===== src/hw/bdsw_pkg.sv =====
/*
 Constants for the deep sleep external wake block: register map,
 field layout, reset values and the state encoding.
 Assumes a 32-bit AXI4-Lite register bus and a single core clock.
*/
package bdsw_pkg;
    // ----------------------------------------
    // Register byte offsets
    // ----------------------------------------
    localparam logic [7:0] OFS_CONTROL = 8'h00;
    localparam logic [7:0] OFS_TIMING = 8'h04;
    localparam logic [7:0] OFS_DURATION = 8'h08;
    localparam logic [7:0] OFS_STATE = 8'h0c;
    localparam logic [7:0] OFS_LAST_SLEEP = 8'h10;
    localparam logic [7:0] OFS_IRQ_STATUS = 8'h14;
    localparam logic [7:0] OFS_IRQ_MASK = 8'h18;
    localparam int ADDR_W = 8;
    // ----------------------------------------
    // Fields
    // ----------------------------------------
    localparam int BIT_WAKE_REQ = 0;
    localparam int BIT_WAKE_DIS = 1;
    localparam int BIT_SLEEP_ON = 2;
    localparam int LEAD_W = 8;
    localparam int DUR_W = 24;
    localparam int POS_SET_LEAD = 0;
    localparam int POS_DEASSERT_LEAD = 8;
    localparam int POS_PULSE_LEN = 16;
    localparam int EV_W = 3;
    localparam int EV_WAKE = 0;
    localparam int EV_EXIT = 1;
    localparam int EV_REFUSED = 2;
    localparam int SYNC_W = 3;
    // ----------------------------------------
    // Reset values
    // ----------------------------------------
    localparam logic [LEAD_W-1:0] RST_SET_LEAD = 8'h10;
    localparam logic [LEAD_W-1:0] RST_DEASSERT_LEAD = 8'h01;
    localparam logic [LEAD_W-1:0] RST_PULSE_LEN = 8'h02;
    localparam logic [DUR_W-1:0] RST_DURATION = 24'h00_0100;
    localparam logic [1:0] RESP_OKAY = 2'b00;
    localparam logic [1:0] RESP_SLVERR = 2'b10;
    // ----------------------------------------
    // Sleep states
    // ----------------------------------------
    typedef enum logic [3:0] {
        ST_ACTIVE = 4'b0001,
        ST_SLEEP = 4'b0010,
        ST_EXT_WAKE = 4'b0100,
        ST_WAIT_POWER = 4'b1000
    } bdsw_state_e;
endpackage


===== src/hw/bdsw_sync.sv =====
/*
 Three-flop synchroniser for pin levels.
 Assumes asynchronous inputs; the output moves once stages two and three agree.
*/
`timescale 1ns/1ns
module bdsw_sync #(
    parameter int W = 3
) (
    // Clock and reset
    input wire logic clk,
    input wire logic nrst,
    // Levels
    input wire logic [W-1:0] async_in,
    output logic [W-1:0] level
);
    logic [W-1:0] s1, s2, s3;
    logic [W-1:0] next_level;

    always_comb begin
        next_level = level;
        for (int i = 0; i < W; i++) begin
            if (s2[i] == s3[i]) begin
                next_level[i] = s3[i];
            end
        end
    end

    always_ff @(posedge clk) begin
        if (!nrst) begin
            s1 <= '0;
            s2 <= '0;
            s3 <= '0;
            level <= '0;
        end else begin
            s1 <= async_in;
            s2 <= s1;
            s3 <= s2;
            level <= next_level;
        end
    end
endmodule


===== src/hw/bdsw_top.sv =====
/*
 Deep sleep wake sequencer with an AXI4-Lite register slave.
 Assumes the low-power clock, core clock-enable and radio power-good arrive as pins.
*/
// Our own choices: the address map and the AXI4-Lite slave port.
// What this block does
// - Wake interrupt rises at once when the wake request becomes one.
// - External wake interrupt high time is the pulse length field less the deassert lead, at least one tick.
// - Sleep entry refused while the wake request stays high.
// - Wake disable bit makes the wake request ignored.
// - Wake interrupt comes before the sleep exit interrupt, but never rises if set and drop points share a tick before period end.
// - Deassert lead: low-power cycles before period end that wake interrupt drops.
// - After the period, sleep holds until the core is powered; duration grows.
// - Timer expired, clocks on, radio powered: exit and pulse sleep exit.
`timescale 1ns/1ns
module bdsw_top (
    // Clock and reset
    input wire logic clk,
    input wire logic nrst,
    // Pins
    input wire logic lowpower_clock,
    input wire logic core_clk_enabled,
    input wire logic radio_powered,
    output logic lowpower_wake_irq,
    output logic sleep_exit_irq,
    output logic in_deep_sleep,
    output logic irq,
    // AXI4-Lite write
    input wire logic [bdsw_pkg::ADDR_W-1:0] s_axi_awaddr,
    input wire logic s_axi_awvalid,
    output logic s_axi_awready,
    input wire logic [31:0] s_axi_wdata,
    input wire logic [3:0] s_axi_wstrb,
    input wire logic s_axi_wvalid,
    output logic s_axi_wready,
    output logic [1:0] s_axi_bresp,
    output logic s_axi_bvalid,
    input wire logic s_axi_bready,
    // AXI4-Lite read
    input wire logic [bdsw_pkg::ADDR_W-1:0] s_axi_araddr,
    input wire logic s_axi_arvalid,
    output logic s_axi_arready,
    output logic [31:0] s_axi_rdata,
    output logic [1:0] s_axi_rresp,
    output logic s_axi_rvalid,
    input wire logic s_axi_rready
);
    // ----------------------------------------
    // Pin synchronisers
    // ----------------------------------------
    logic [bdsw_pkg::SYNC_W-1:0] pin_lvl;
    logic lp_prev, lp_tick, clk_ok, pwr_ok;

    bdsw_sync #(.W(bdsw_pkg::SYNC_W)) u_sync (
        .clk(clk),
        .nrst(nrst),
        .async_in({radio_powered, core_clk_enabled, lowpower_clock}),
        .level(pin_lvl)
    );
    assign lp_tick = pin_lvl[0] & ~lp_prev;
    assign clk_ok = pin_lvl[1];
    assign pwr_ok = pin_lvl[2];

    // ----------------------------------------
    // Registers and bus
    // ----------------------------------------
    logic ext_wake_request, ext_wake_disable, sleep_go;
    logic [bdsw_pkg::LEAD_W-1:0] set_lead, wake_irq_deassert_lead, ext_wake_pulse_len;
    logic [bdsw_pkg::DUR_W-1:0] sleep_duration, last_sleep;
    logic [bdsw_pkg::EV_W-1:0] irq_status, irq_mask, events;
    logic aw_held, w_held;
    logic [bdsw_pkg::ADDR_W-1:0] aw_addr;
    logic [31:0] w_data;
    logic [3:0] w_strb;
    logic next_ext_wake_request, next_ext_wake_disable, next_sleep_go;
    logic [bdsw_pkg::LEAD_W-1:0] next_set_lead, next_deassert_lead, next_pulse_len;
    logic [bdsw_pkg::DUR_W-1:0] next_sleep_duration;
    logic [bdsw_pkg::EV_W-1:0] next_irq_status, next_irq_mask;
    logic next_aw_held, next_w_held, next_bvalid, next_rvalid, next_irq;
    logic [bdsw_pkg::ADDR_W-1:0] next_aw_addr;
    logic [31:0] next_w_data, next_rdata, rd_val;
    logic [3:0] next_w_strb;
    logic [1:0] next_bresp, next_rresp;
    logic do_write, do_read, rd_hit;

    // Core state, declared here for the read mux
    bdsw_pkg::bdsw_state_e state, next_state;
    logic [bdsw_pkg::DUR_W-1:0] cnt, next_cnt, next_last_sleep;
    logic [bdsw_pkg::LEAD_W-1:0] pulse, next_pulse;
    logic wake_seen, next_wake_seen, next_wake_irq, next_exit_irq, ext_req_eff;

    always_comb begin
        rd_hit = 1'b1;
        case (s_axi_araddr)
            bdsw_pkg::OFS_CONTROL: rd_val = {29'h0, 1'b0, ext_wake_disable, ext_wake_request};
            bdsw_pkg::OFS_TIMING: rd_val = {8'h00, ext_wake_pulse_len, wake_irq_deassert_lead, set_lead};
            bdsw_pkg::OFS_DURATION: rd_val = {8'h00, sleep_duration};
            bdsw_pkg::OFS_STATE: rd_val = {26'h0, wake_seen, lowpower_wake_irq, state};
            bdsw_pkg::OFS_LAST_SLEEP: rd_val = {8'h00, last_sleep};
            bdsw_pkg::OFS_IRQ_STATUS: rd_val = {29'h0, irq_status};
            bdsw_pkg::OFS_IRQ_MASK: rd_val = {29'h0, irq_mask};
            default: begin
                rd_val = 32'h0000_0000;
                rd_hit = 1'b0;
            end
        endcase
    end

    always_comb begin
        next_aw_held = aw_held;
        next_w_held = w_held;
        next_aw_addr = aw_addr;
        next_w_data = w_data;
        next_w_strb = w_strb;
        next_bvalid = s_axi_bvalid & ~s_axi_bready;
        next_bresp = s_axi_bresp;
        next_rvalid = s_axi_rvalid & ~s_axi_rready;
        next_rdata = s_axi_rdata;
        next_rresp = s_axi_rresp;
        next_ext_wake_request = ext_wake_request;
        next_ext_wake_disable = ext_wake_disable;
        next_sleep_go = 1'b0;
        next_set_lead = set_lead;
        next_deassert_lead = wake_irq_deassert_lead;
        next_pulse_len = ext_wake_pulse_len;
        next_sleep_duration = sleep_duration;
        next_irq_mask = irq_mask;
        next_irq_status = irq_status;
        if (s_axi_awvalid && s_axi_awready) begin
            next_aw_held = 1'b1;
            next_aw_addr = s_axi_awaddr;
        end
        if (s_axi_wvalid && s_axi_wready) begin
            next_w_held = 1'b1;
            next_w_data = s_axi_wdata;
            next_w_strb = s_axi_wstrb;
        end
        do_write = aw_held && w_held && !s_axi_bvalid;
        do_read = s_axi_arvalid && s_axi_arready;
        if (do_write) begin
            next_aw_held = 1'b0;
            next_w_held = 1'b0;
            next_bvalid = 1'b1;
            next_bresp = bdsw_pkg::RESP_OKAY;
            case (aw_addr)
                bdsw_pkg::OFS_CONTROL: begin
                    if (w_strb[0]) begin
                        next_ext_wake_request = w_data[bdsw_pkg::BIT_WAKE_REQ];
                        next_ext_wake_disable = w_data[bdsw_pkg::BIT_WAKE_DIS];
                        next_sleep_go = w_data[bdsw_pkg::BIT_SLEEP_ON];
                    end
                end
                bdsw_pkg::OFS_TIMING: begin
                    if (w_strb[0]) next_set_lead = w_data[bdsw_pkg::POS_SET_LEAD +: bdsw_pkg::LEAD_W];
                    if (w_strb[1]) next_deassert_lead = w_data[bdsw_pkg::POS_DEASSERT_LEAD +: bdsw_pkg::LEAD_W];
                    if (w_strb[2]) next_pulse_len = w_data[bdsw_pkg::POS_PULSE_LEN +: bdsw_pkg::LEAD_W];
                end
                bdsw_pkg::OFS_DURATION: begin
                    if (w_strb[0]) next_sleep_duration[7:0] = w_data[7:0];
                    if (w_strb[1]) next_sleep_duration[15:8] = w_data[15:8];
                    if (w_strb[2]) next_sleep_duration[23:16] = w_data[23:16];
                end
                bdsw_pkg::OFS_IRQ_MASK: begin
                    if (w_strb[0]) next_irq_mask = w_data[bdsw_pkg::EV_W-1:0];
                end
                bdsw_pkg::OFS_STATE, bdsw_pkg::OFS_LAST_SLEEP, bdsw_pkg::OFS_IRQ_STATUS: ;
                default: next_bresp = bdsw_pkg::RESP_SLVERR;
            endcase
        end
        if (do_read) begin
            next_rvalid = 1'b1;
            next_rdata = rd_val;
            next_rresp = rd_hit ? bdsw_pkg::RESP_OKAY : bdsw_pkg::RESP_SLVERR;
            if (s_axi_araddr == bdsw_pkg::OFS_IRQ_STATUS) next_irq_status = '0;
        end
        // Set wins over read clear
        next_irq_status = next_irq_status | events;
        next_irq = |(next_irq_status & next_irq_mask);
    end

    always_ff @(posedge clk) begin
        if (!nrst) begin
            aw_held <= 1'b0;
            w_held <= 1'b0;
            aw_addr <= '0;
            w_data <= 32'h0000_0000;
            w_strb <= 4'h0;
            s_axi_awready <= 1'b0;
            s_axi_wready <= 1'b0;
            s_axi_bvalid <= 1'b0;
            s_axi_bresp <= bdsw_pkg::RESP_OKAY;
            s_axi_arready <= 1'b0;
            s_axi_rvalid <= 1'b0;
            s_axi_rdata <= 32'h0000_0000;
            s_axi_rresp <= bdsw_pkg::RESP_OKAY;
            ext_wake_request <= 1'b0;
            ext_wake_disable <= 1'b0;
            sleep_go <= 1'b0;
            set_lead <= bdsw_pkg::RST_SET_LEAD;
            wake_irq_deassert_lead <= bdsw_pkg::RST_DEASSERT_LEAD;
            ext_wake_pulse_len <= bdsw_pkg::RST_PULSE_LEN;
            sleep_duration <= bdsw_pkg::RST_DURATION;
            irq_status <= '0;
            irq_mask <= '0;
            irq <= 1'b0;
        end else begin
            aw_held <= next_aw_held;
            w_held <= next_w_held;
            aw_addr <= next_aw_addr;
            w_data <= next_w_data;
            w_strb <= next_w_strb;
            s_axi_awready <= ~next_aw_held & ~(s_axi_awvalid & s_axi_awready);
            s_axi_wready <= ~next_w_held & ~(s_axi_wvalid & s_axi_wready);
            s_axi_bvalid <= next_bvalid;
            s_axi_bresp <= next_bresp;
            s_axi_arready <= ~next_rvalid & ~do_read;
            s_axi_rvalid <= next_rvalid;
            s_axi_rdata <= next_rdata;
            s_axi_rresp <= next_rresp;
            ext_wake_request <= next_ext_wake_request;
            ext_wake_disable <= next_ext_wake_disable;
            sleep_go <= next_sleep_go;
            set_lead <= next_set_lead;
            wake_irq_deassert_lead <= next_deassert_lead;
            ext_wake_pulse_len <= next_pulse_len;
            sleep_duration <= next_sleep_duration;
            irq_status <= next_irq_status;
            irq_mask <= next_irq_mask;
            irq <= next_irq;
        end
    end

    // ----------------------------------------
    // Sleep sequencer
    // ----------------------------------------
    logic [bdsw_pkg::DUR_W-1:0] cnt_inc, set_at, drop_at;
    logic [bdsw_pkg::LEAD_W-1:0] ext_high;

    always_comb begin
        ext_req_eff = ext_wake_request & ~ext_wake_disable;
        cnt_inc = cnt + 1'b1;
        set_at = sleep_duration - {16'h0000, set_lead};
        drop_at = sleep_duration - {16'h0000, wake_irq_deassert_lead};
        ext_high = (ext_wake_pulse_len > wake_irq_deassert_lead) ?
            ext_wake_pulse_len - wake_irq_deassert_lead : 8'h01;
        next_state = state;
        next_cnt = cnt;
        next_pulse = pulse;
        next_wake_seen = wake_seen;
        next_wake_irq = lowpower_wake_irq;
        next_exit_irq = 1'b0;
        next_last_sleep = last_sleep;
        events = '0;
        case (state)
            bdsw_pkg::ST_ACTIVE: begin
                if (sleep_go) begin
                    if (ext_req_eff) begin
                        events[bdsw_pkg::EV_REFUSED] = 1'b1;
                    end else begin
                        next_state = bdsw_pkg::ST_SLEEP;
                        next_cnt = '0;
                        next_wake_seen = 1'b0;
                    end
                end
            end
            bdsw_pkg::ST_SLEEP: begin
                if (ext_req_eff) begin
                    next_wake_irq = 1'b1;
                    next_wake_seen = 1'b1;
                    next_pulse = ext_high;
                    next_state = bdsw_pkg::ST_EXT_WAKE;
                    events[bdsw_pkg::EV_WAKE] = ~lowpower_wake_irq;
                end else if (lp_tick) begin
                    next_cnt = cnt_inc;
                    if (cnt_inc == set_at) begin
                        next_wake_irq = 1'b1;
                        next_wake_seen = 1'b1;
                        events[bdsw_pkg::EV_WAKE] = 1'b1;
                    end
                    if (cnt_inc == drop_at) next_wake_irq = 1'b0;
                    if (cnt_inc >= sleep_duration) begin
                        // Wake interrupt still owed when the set point was never met
                        if (!wake_seen && !next_wake_irq) begin
                            next_wake_irq = 1'b1;
                            events[bdsw_pkg::EV_WAKE] = 1'b1;
                        end
                        next_wake_seen = 1'b1;
                        next_state = bdsw_pkg::ST_WAIT_POWER;
                    end
                end
            end
            bdsw_pkg::ST_EXT_WAKE: begin
                if (lp_tick) begin
                    next_cnt = cnt_inc;
                    next_pulse = pulse - 1'b1;
                    if (pulse <= 8'h01) begin
                        next_wake_irq = 1'b0;
                        next_state = bdsw_pkg::ST_WAIT_POWER;
                    end
                end
            end
            bdsw_pkg::ST_WAIT_POWER: begin
                next_wake_irq = 1'b0;
                if (lp_tick) next_cnt = cnt_inc;
                if (clk_ok && pwr_ok && wake_seen && !lowpower_wake_irq) begin
                    next_exit_irq = 1'b1;
                    next_last_sleep = cnt;
                    next_state = bdsw_pkg::ST_ACTIVE;
                    events[bdsw_pkg::EV_EXIT] = 1'b1;
                end
            end
            default: next_state = bdsw_pkg::ST_ACTIVE;
        endcase
    end

    always_ff @(posedge clk) begin
        if (!nrst) begin
            state <= bdsw_pkg::ST_ACTIVE;
            cnt <= '0;
            pulse <= '0;
            wake_seen <= 1'b0;
            lowpower_wake_irq <= 1'b0;
            sleep_exit_irq <= 1'b0;
            in_deep_sleep <= 1'b0;
            last_sleep <= '0;
            lp_prev <= 1'b0;
        end else begin
            state <= next_state;
            cnt <= next_cnt;
            pulse <= next_pulse;
            wake_seen <= next_wake_seen;
            lowpower_wake_irq <= next_wake_irq;
            sleep_exit_irq <= next_exit_irq;
            in_deep_sleep <= (next_state != bdsw_pkg::ST_ACTIVE);
            last_sleep <= next_last_sleep;
            lp_prev <= pin_lvl[0];
        end
    end
endmodule


===== config.mk =====
export PLATFORM = sky130hd
export DESIGN_NAME = bdsw_top
export DESIGN_NICKNAME = d
export VERILOG_FILES = /design/src/hw/bdsw_pkg.sv /design/src/hw/bdsw_sync.sv /design/src/hw/bdsw_top.sv
export SDC_FILE = /design/constraint.sdc
export NUM_CORES = 1
export LEC_CHECK = 0
export BUFFER_PORTS_ARGS = -buffer_cell sky130_fd_sc_hd__buf_2
export CORE_MARGIN = 2
export CORE_UTILIZATION = 33
export CTS_CLUSTER_SIZE = 12
export DETAILED_ROUTE_END_ITERATION = 8
export GPL_TIMING_DRIVEN = 0
export HOLD_SLACK_MARGIN = 0.12
export PLACE_DENSITY = 0.58
export SLEW_MARGIN = 5
export SYNTH_ARGS = -nofsm -noshare
export SYNTH_HDL_FRONTEND = slang
export SYNTH_HIERARCHICAL = 1
export SYNTH_SLANG_ARGS = --single-unit

===== constraint.sdc =====
create_clock -name clk -period 4 [get_ports clk]
set_input_delay 1.2 -clock clk [delete_from_list [all_inputs] [get_ports clk]]
set_output_delay 1.2 -clock clk [all_outputs]
set_load 0.01 [all_outputs]

==> metrics.txt, run 1 <==
Ys Warns=6; Post-synth top flop=dfxtp_1; Skew-Pair Late Insertion Delay=0.52 ns; Worst-Margin Slew=1.08 ns; Synth area leader=dfxtp_1; core box area=0.0345 sq mm; met3 usage=2.26%; sequential fraction of design power=47.8%; final RePlAce weighted congestion=0.918; WL final=38900 microns; Die Wd=191 microns; first-pass GRT wire length=60100 microns; share of post-route cells with drive strength above 1=11.2%; TritonCTS clock tree=done; fin nets=1731; TritonCTS Sinks=203; Int Power=0.00335 W; CP required=4.41 ns; clock power share=48.2%; TritonCTS Buffers=23; layer with the highest usage=met2; clock buffer depth=3; Max VDD drop=0.000313 V; Period minus WS final=3.83 ns; vias per cell=5.27; number of DRC markers in iteration 0=1064; worst r2r dst=lowpower_wake_irq; max-cap viol count=0; Final setup viols=0; count leader, synth=nand2_1; met2 Track Usage GR=35.5%; Mapped Cells=1494; vias=11000; Synth Cell Area=0.0116 sq mm; fin. max-slew vios=0; Post-synth ARST share=0%; post-synth top area share=35.1%; Yosys cell types=79; ant diodes=0; Final Util=38.8%; register area=0.00407 sq mm; clk slew on worst S/H paths=0.06 ns; Slew headroom=27.3%; H-tree depth=1; LEAKAGE=5.36 nW; endpoint type of the worst setup path=register; mean post-synth cell area=7.74 sq um; drt drc=0; EDFF count, synth=0; Net Sw Power=0.000982 W; CP endpoint=lowpower_wake_irq; WL/cell=18.7 microns; Reg2Reg Depth=15; Port Buf Inserts=86; Final Skew=0.0232 ns; Starting Density=33.5%; grt ovf=0; critical path class=reg2reg; total global-route track usage=21.2%; Synth top cells by count=236 x nand2_1, 203 x dfxtp_1, 177 x a21oi_1, 169 x nor2_1, 74 x inv_1; HP Class=reg2reg; crit path max fanout=7; crit path from=cnt[1]; row count=68; IO Count=107; post-route antenna net violation count=0; CP startpoint kind=register; vias in the first global route=10400; M1 GR Usage=28.6%; post-synthesis register bit count=203; root buffer cell=clkbuf_16; post-cts hold buffer count=0; flop2flop setup slack=0.17 ns; arrival time of the worst setup path=4.24 ns; Fmax=0.261 GHz; full die area=0.0366 sq mm; initial antenna violation count=0; Switching Share=22.7%; Area contributors post-synth=dfxtp_1 35%, a21oi_1 7.7%, nand2_1 7.7%; Area Overhead vs Synth=15.9%; HPWL Detailed=30700 microns; post-synthesis sequential area ratio=35.1%; R2R Path Start=cnt[1]; Cell Pwr Density=323 mW/mm^2; fillcell total=3632; Combinational Power Share=4.0%; largest net degree at the start of global routing=13; outcome=finished clean; drt pass-1 iters=5; Die H=191 microns; Final period util=95.7%; Hold WS=0.443 ns; final-report hold violation count=0; Multi-input gate area=0.00692 sq mm
[area by class of cell]
| cell class | count | share of cell area (%) |
|---|---|---|
| multi-input combinational | 1137 | 51.6 |
| clock inverter | 4 | 0.392 |
| buffer | 88 | 2.94 |
| sequential | 203 | 30.3 |
| timing repair buffer | 87 | 3.27 |
| inverter | 75 | 2.10 |
| clock buffer | 32 | 5.07 |
| tap | 455 | 4.25 |
[layout by cell type (no fill, tap or decap), drive strengths merged, types with 4 or more instances in the layout]
cell    count
a22oi       7
nor3       26
nor2b       7
o211ai      6
mux2i      30
a31oi       4
a21o       21
or4         6
nor2      169
o21a        6
a222oi     18
nand3      23
o21ai      59
a211oi     14
a21oi     177
o22ai       4
inv        76
clkbuf    100
dfxtp     203
nand4      19
conb       10
and4        5
and3       15
nand2     236
xor2       27
or3        12
ha         51
and2       20
a221oi      9
xnor3       5
mux2        4
xnor2      51
nor4       21
a21boi      7
nor4b       5
nand2b     11
buf       107
or2         4
nand3b     13
[what timing repair did]
action	CTS	global route
resized for setup	5	9
buffers inserted	0	1
setup endpoints to repair	6	6
pin swaps	0	1
[through the flow]
stage	power (W)	TNS, ns	area [sq um]	cells	setup slack [ns]
floorplan	0.00221	0	11600	1503	0.766
global placement	0.00229	-0.724	12600	2044	-0.242
detailed placement	0.00229	-0.963	12600	2044	-0.274
CTS	0.00436	0	13400	2080	0.0445
global route	0.00446	-0.0269	13400	2081	-0.0269
finish	0.00433	0	13400	2081	0.174
[state kept, by name, summed over array words and instances, names as in the netlist, 24 cells and up]
| name | cells |
|---|---|
| cnt | 24 |
| last_sleep | 24 |
| s_axi_rdata | 24 |
| sleep_duration | 24 |
| w_data | 24 |
[worst min path at each step]
| stage | startpoint | end | slack [ns] | cells past startpoint |
|---|---|---|---|---|
| global route | last_sleep[1] | last_sleep[1] | 0.47 | 2 |
| detailed placement | u_sync/s1[0] | u_sync/s2[0] | 0.43 | 1 |
| finish | u_sync/s1[0] | u_sync/s2[0] | 0.44 | 1 |
| global placement | u_sync/s1[0] | u_sync/s2[0] | 0.41 | 1 |
| floorplan | u_sync/s1[0] | u_sync/s2[0] | 0.41 | 1 |
| CTS | u_sync/s1[0] | u_sync/s2[0] | 0.44 | 1 |
[cell families (layout without fill, tap and decap cells)]
family / Yosys count / count (layout) / synth area share [%]
buffers and inverters: 163 / 286 / 5.84
XOR/XNOR: 83 / 83 / 6.88
AO/OA/AOI/OAI: 355 / 355 / 18.7
other: 1 / 10 / 0.0324
flip-flops: 203 / 203 / 35.1
multiplexers: 34 / 34 / 2.99
adder cells (fa/ha/maj): 54 / 54 / 6.04
AND/OR/NAND/NOR: 601 / 601 / 24.3
[power by group through the flow]
stage	sequential (W)	combinational (W)	clock, W
floorplan	0.00211	0.0000971	0
global placement	0.00211	0.000173	0
detailed placement	0.00211	0.000174	0
CTS	0.00207	0.000175	0.00211
global route	0.00207	0.000193	0.00219
finish	0.00207	0.000173	0.00208
[routing by layer]
metal	wire length, microns	up-vias
met5	0	-
met1	17600	5147
li1	-	5405
met3	2150	55
met4	1140	0
met2	18000	362
[worst max-delay path: stages (launching register included)]
cell       delay, ns
dfxtp_1         0.46
ha_2            0.31
nand2_1         0.20
nor2_2          0.37
xor2_1          0.36
ha_1            0.32
a21o_1          0.16
a21oi_1         0.18
o21ai_0         0.09
a21oi_1         0.24
o21ai_0         0.18
a21oi_2         0.15
buf_4           0.17
o21ai_0         0.14
o2bb2ai_1       0.18
o21a_1          0.19
(Power assumes the default switching activity.)
==> inputs of run 2 (changes only) <==
- CORE_MARGIN: 2 -> default
==> metrics.txt, run 2 (synthesis results as in run 1) <==
outcome=finished clean; row count=68 (unchanged); max-cap viol count=0 (unchanged); vias in the first global route=10400 (+0.63%); HP Class=reg2reg; TritonCTS Sinks=203 (unchanged); Combinational Power Share=4.0% (about the same); layer with the highest usage=met2; Final Skew=0.0271 ns (+0.00397 ns); Area Overhead vs Synth=15.6%; HP Start=u_sync/s1[0]; sequential fraction of design power=48.4% (+0.6 points); total global-route track usage=21.4% (+0.21 points); Final period util=93.7% (-2.0 points); first-pass GRT wire length=59600 microns (-0.70%); core box area=0.0345 sq mm (unchanged); CP max-delay cell=or4_4; final RePlAce weighted congestion=0.944 (+2.8%); total power draw=0.00428 W (-1.1%); clock buffer depth=3 (unchanged); drt pass-1 iters=7 (+2); grt ovf=0 (unchanged); WL/cell=18.5 microns (-1.2%); Port Buf Inserts=86 (unchanged); Int Power=0.00329 W (-1.7%); HPWL Detailed=30500 microns (-0.57%); Reg2Reg Depth=13 (-2); Period minus WS final=3.75 ns (-0.0798 ns); M1 GR Usage=29.2% (+0.53 points); Hold Crit Depth=1 (unchanged); R2R Path Start=sleep_duration[0]; clock power share=47.6% (-0.6 points); fin. max-slew vios=0 (unchanged); Fmax=0.267 GHz (+2.1%); TritonCTS Buffers=23 (unchanged); Max VDD drop=0.000283 V (-9.8%); Worst-Margin Slew=1.11 ns (+0.0289 ns); fillcell total=3684 (+1.4%); RSZ-0062 raised after global routing=no; most common cell after layout, fill and taps aside=nand2_1; placed cell areas=0.0126 sq mm (unchanged); number of DRC markers in iteration 0=964 (-9.4%); Final setup viols=0 (unchanged); Cell Pwr Density=320 mW/mm^2 (-0.85%); IO Count=107 (unchanged); share of post-route cells with drive strength above 1=11.2% (+0.034 points); Skew-Pair Late Insertion Delay=0.53 ns (about the same); Largest stage delay, worst path=0.57 ns (+0.11 ns); worst r2r dst=lowpower_wake_irq; clk slew on worst S/H paths=0.06 ns (about the same); leading cell types in the layout, fill and taps excluded=236 x nand2_1, 203 x dfxtp_1, 176 x a21oi_1; Starting Density=33.5% (unchanged); flop2flop setup slack=0.25 ns (+0.08 ns); Net Sw Power=0.000990 W (+0.82%); endpoint type of the worst setup path=register; met3 usage=2.26% (+0.0032 points); Slew headroom=25.3% (-1.9 points); root buffer cell=clkbuf_16; CP startpoint kind=register; vias per cell=5.33 (+1.1%); initial antenna violation count=0 (unchanged); crit path max fanout=4 (-3); WL final=38600 microns (-0.95%); Final Instance Area=0.0134 sq mm (-0.26%); largest net degree at the start of global routing=13 (unchanged); hold endpoint=u_sync/s2[0]; fin nets=1731 (unchanged); vias=11100 (+1.3%); Die Wd=189 microns (-1.0%); CP Cell Sequence=inv_1, ha_1, fa_1, nand2b_1, a21oi_1, o41a_1, or3_1, mux2_2, o22ai_1, o21ai_1, or4_4, a211oi_1, o21a_1; pre-CTS WS=-0.199 ns (+0.0755 ns); CP required=4.48 ns (+0.07 ns); Switching Share=23.1% (+0.44 points); final-report hold violation count=0 (unchanged); TritonCTS clock tree=done; arrival time of the worst setup path=4.22 ns (-0.02 ns); post-route antenna net violation count=0 (unchanged); met2 Track Usage GR=34.3% (-1.2 points); drt drc=0 (unchanged); post-cts hold buffer count=0 (unchanged); post-route setup slack=0.254 ns (+0.0798 ns); Final Util=38.7% (-0.10 points); H-tree depth=1 (unchanged); Die H=189 microns (-1.0%); setup_tns=0 ns (unchanged); LEAKAGE=5.34 nW (-0.43%); full die area=0.0358 sq mm (-2.1%); critical path class=reg2reg
run 2: cell types whose count changed in the layout (fill, tap and decap cells not counted), sizes merged:
cell | before | now
clkinv | 2 | 5
bufinv | 1 | 0
clkbuf | 100 | 101
clkinvlp | 0 | 1
diode | 0 | 1
run 2: per-stage QoR:
step           cells  hold slack (ns)
2_1_floorplan   1503            0.406
3_3_place_gp    2044            0.410
3_5_place_dp    2044            0.417
4_1_cts         2084            0.430
5_1_grt         2085            0.462
6_report        2086            0.434
run 2: final cells by class:
class                           instances  area, sq um  share of cell area [%]
Antenna cell                            1         2.50                  0.0187
Inverter                               75          282                    2.11
Multi-Input combinational cell       1137         6890                    51.6
Tap cell                              455          569                    4.26
Timing Repair Buffer                   87          438                    3.28
Sequential cell                       203         4060                    30.4
Clock buffer                           33          683                    5.11
Clock inverter                          7         41.3                   0.309
Buffer                                 88          394                    2.95
run 2: per-layer routing:
layer  wire [microns]  up-vias  part of all wire, %
met4             1660        0                  4.3
li1                 -     5420                    -
met1            17300     5177                   45
met3             2230       87                  5.8
met5                0        -                    0
met2            17300      427                   45
run 2: repair_timing:
action                                  CTS  global route
setup buffers                             0             1
endpoints found under the setup margin    6             6
resized for setup                         4             4
cloned                                    0             0
pin swaps                                 0             1
run 2: power groups by stage:
stage | combinational [W] | clock (W) | sequential [W]
floorplan | 0.0000971 | 0 | 0.00211
global placement | 0.000173 | 0 | 0.00211
detailed placement | 0.000174 | 0 | 0.00211
CTS | 0.000175 | 0.00208 | 0.00207
global route | 0.000192 | 0.00217 | 0.00207
finish | 0.000173 | 0.00204 | 0.00207
run 2: worst max-delay path: cells and delay by family, from the launching register on:
| family | cells | cell delay (ns) |
|---|---|---|
| muxes | 1 | 0.33 |
| adders and majority gates | 2 | 0.63 |
| AOI/OAI and AO/OA | 6 | 1.24 |
| and+or+nand+nor | 3 | 0.94 |
| buffers and inverters | 1 | 0.10 |
| DFF | 1 | 0.45 |
run 2: worst max-delay path by stage:
stage | startpoint | cells after the start | end
4_1_cts | cnt[2] | 17 | lowpower_wake_irq
2_1_floorplan | s_axi_araddr[0] | 10 | irq
5_1_grt | cnt[2] | 17 | wake_seen
3_5_place_dp | cnt[1] | 15 | lowpower_wake_irq
6_report | sleep_duration[0] | 13 | lowpower_wake_irq
3_3_place_gp | cnt[1] | 15 | lowpower_wake_irq
==> inputs of run 3 (changes only) <==
- ABC_AREA: default -> 1
==> metrics.txt, run 3 <==
HP Class=reg2reg; Fmax=0.271 GHz (+1.7%); ant diodes=0 (-1); CP Cell Sequence=ha_1, nand2_2, nor2_4, nand2_2, nor2_4, nand2_1, xor2_2, inv_1, ha_1, nand2_1, inv_1, o21ai_0, a21oi_1, a2111oi_0, nand4_1, buf_4, nand2_1, inv_1, nand2_1, nand2_1, nand2_1, nand2_1, nand2_1, nand2_1; core box area=0.0365 sq mm (+5.7%); WL final=44700 microns (+16%); post-route antenna net violation count=0 (unchanged); Starting Density=33.4% (about the same); TritonCTS clock tree=done; CP max-delay cell=dfxtp_1; Area contributors post-synth=dfxtp_1 33%, nand2_1 15%, a21oi_1 7.0%; H-tree depth=1 (unchanged); TritonCTS Sinks=203 (unchanged); non-filler cells, final=2518 (+21%); number of DRC markers in iteration 0=1174 (+22%); Final period util=92.1% (-1.6 points); CP Depth=24 (+11); post-synthesis register bit count=203 (unchanged); most common cell after layout, fill and taps aside=nand2_1; delay-heaviest family, CP=simple AND/OR/NAND/NOR gates; Die Wd=194 microns (+2.8%); fin nets=2150 (+24%); Max VDD drop=0.000316 V (+12%); critical path class=reg2reg; Yosys cell types=50 (-37%); most frequent CP cell=nand2_1; WL/cell=17.8 microns (-3.9%); total power draw=0.00483 W (+13%); row count=70 (+2.9%); drt pass-1 iters=8 (+1); clk slew on worst S/H paths=0.06 ns (about the same); setup_tns=0 ns (unchanged); final-report hold violation count=0 (unchanged); TritonCTS Buffers=24 (+4.3%); Port Buf Inserts=87 (+1.2%); Cell Pwr Density=340 mW/mm^2 (+6.3%); Synth Cell Area=0.0122 sq mm (+5.6%); initial antenna violation count=0 (unchanged); post-synth top area share=33.3% (-1.9 points); Area Overhead vs Synth=16.2%; Ys Warns=6 (unchanged); placed cell areas=0.0133 sq mm (+5.4%); CP required=4.42 ns (-0.06 ns); Post-synth top flop=dfxtp_1; post-synthesis sequential area ratio=33.3% (-1.9 points); vias in the first global route=11800 (+13%); Skew-Pair Late Insertion Delay=0.55 ns (+0.02 ns); Mapped Cells=1911 (+28%); outcome=finished clean; Final Instance Area=0.0142 sq mm (+6.2%); fin. max-slew vios=0 (unchanged); Hold Crit Depth=2 (+1); Synth area leader=dfxtp_1; Slew headroom=15.6% (-9.7 points); drt drc=0 (unchanged); Reg2Reg Depth=24 (+11); mean post-synth cell area=6.39 sq um (-17%); Die H=194 microns (+2.8%); grt ovf=0 (unchanged); RSZ-0062 raised after global routing=no; first-pass GRT wire length=67900 microns (+14%); Multi-input gate area=0.00699 sq mm (+1.4%); Largest stage delay, worst path=0.54 ns (-0.03 ns); max-cap viol count=0 (unchanged); Period minus WS final=3.68 ns (-0.0625 ns); fillcell total=3946 (+7.1%); Post-synth ARST share=0% (unchanged); EDFF count, synth=0 (unchanged); count leader, synth=nand2_1; Final Skew=0.0187 ns (-0.00845 ns); post-cts hold buffer count=0 (unchanged); vias per cell=5.15 (-3.3%); root buffer cell=clkbuf_16; Worst-Margin Slew=1.25 ns (+0.142 ns); full die area=0.0378 sq mm (+5.6%); leading cell types in the layout, fill and taps excluded=496 x nand2_1, 225 x inv_1, 212 x nor2_1; CP startpoint kind=register; crit path max fanout=6 (+2); endpoint type of the worst setup path=register; crit path buf inv count=4 (+3); clock buffer depth=3 (unchanged); vias=13000 (+17%); Final setup viols=0 (unchanged); total global-route track usage=23.3% (+1.8 points); share of post-route cells with drive strength above 1=9.85% (-1.4 points); final RePlAce weighted congestion=1.04 (+11%); register area=0.00406 sq mm (unchanged); LEAKAGE=6.39 nW (+20%); arrival time of the worst setup path=4.11 ns (-0.11 ns); placed cell count=2475 (+21%); HPWL Detailed=35600 microns (+17%); IO Count=107 (unchanged); largest net degree at the start of global routing=14 (+1); Synth top cells by count=496 x nand2_1, 225 x inv_1, 212 x nor2_1, 203 x dfxtp_1, 171 x a21oi_1; flop2flop setup slack=0.32 ns (+0.06 ns)
-- run 3: changes by cell type after synthesis, sizes merged, moves of 20 or more --
cell | before | now
nor2 | 169 | 227
xnor2 | 51 | 6
nand3 | 23 | 138
a21o | 21 | 0
nand2 | 236 | 516
and2 | 20 | 0
inv | 75 | 237
o21ai | 59 | 159
mux2i | 30 | 0
-- run 3: kinds of logic (layout without fill, tap and decap cells) --
family	Yosys count	count (layout)	synth area share [%]
AOI/OAI and AO/OA	390	390	17.2
buffers and inverters	307	437	9.85
adders and majority gates	54	54	5.71
DFF	203	203	33.3
other	1	10	0.0307
and+or+nand+nor	928	928	31.8
xor gates and xnor gates	28	28	2.13
-- run 3: metal layers --
metal	up-vias	GRT usage (%)	wire, microns
met5	-	0	0
met4	0	9.05	1900
met3	100	2.64	3040
met2	483	38.5	20100
met1	5930	30.8	19700
li1	6461	-	-
-- run 3: repair_timing --
| action | 4_1_cts | 5_1_grt |
|---|---|---|
| setup endpoints to repair | 0 | 5 |
| gates resized for setup | 0 | 1 |
| setup buffers | 0 | 1 |
-- run 3: through the flow --
step | hold slack, ns | setup WS [ns] | util, %
global route | 0.432 | 0.0324 | 38.9
detailed placement | 0.397 | 0.114 | 36.3
floorplan | 0.386 | 1.11 | -
global placement | 0.394 | 0.172 | 36.3
CTS | 0.407 | 0.110 | 38.8
finish | 0.403 | 0.316 | 38.9
-- run 3: cell type report --
type,count,area share [%]
sequential,203,28.6
multi-input combinational,1410,49.2
tap,468,4.12
buffer,66,2.11
timing repair buffer,88,3.12
inverter,241,6.37
clock inverter,10,1.61
clock buffer,32,4.79
-- run 3: worst paths after layout --
check,startpoint,endpoint
max,cnt[0],irq
min,u_sync/s1[0],u_sync/s2[0]
max reg2reg,cnt[0],irq
min reg2reg,u_sync/s1[0],u_sync/s2[0]
-- run 3: tightest hold or removal path, stage by stage, from the launching register on --
cell and delay (ns):
dfxtp_1 0.29, nand2_1 0.04, inv_1 0.03
-- run 3: where the power goes --
part | leakage, nW | switching [W] | internal (W)
Sequential | 1.64 | 0.0000283 | 0.00206
Combinational | 4.31 | 0.000152 | 0.0000746
Clock | 0.443 | 0.000931 | 0.00158
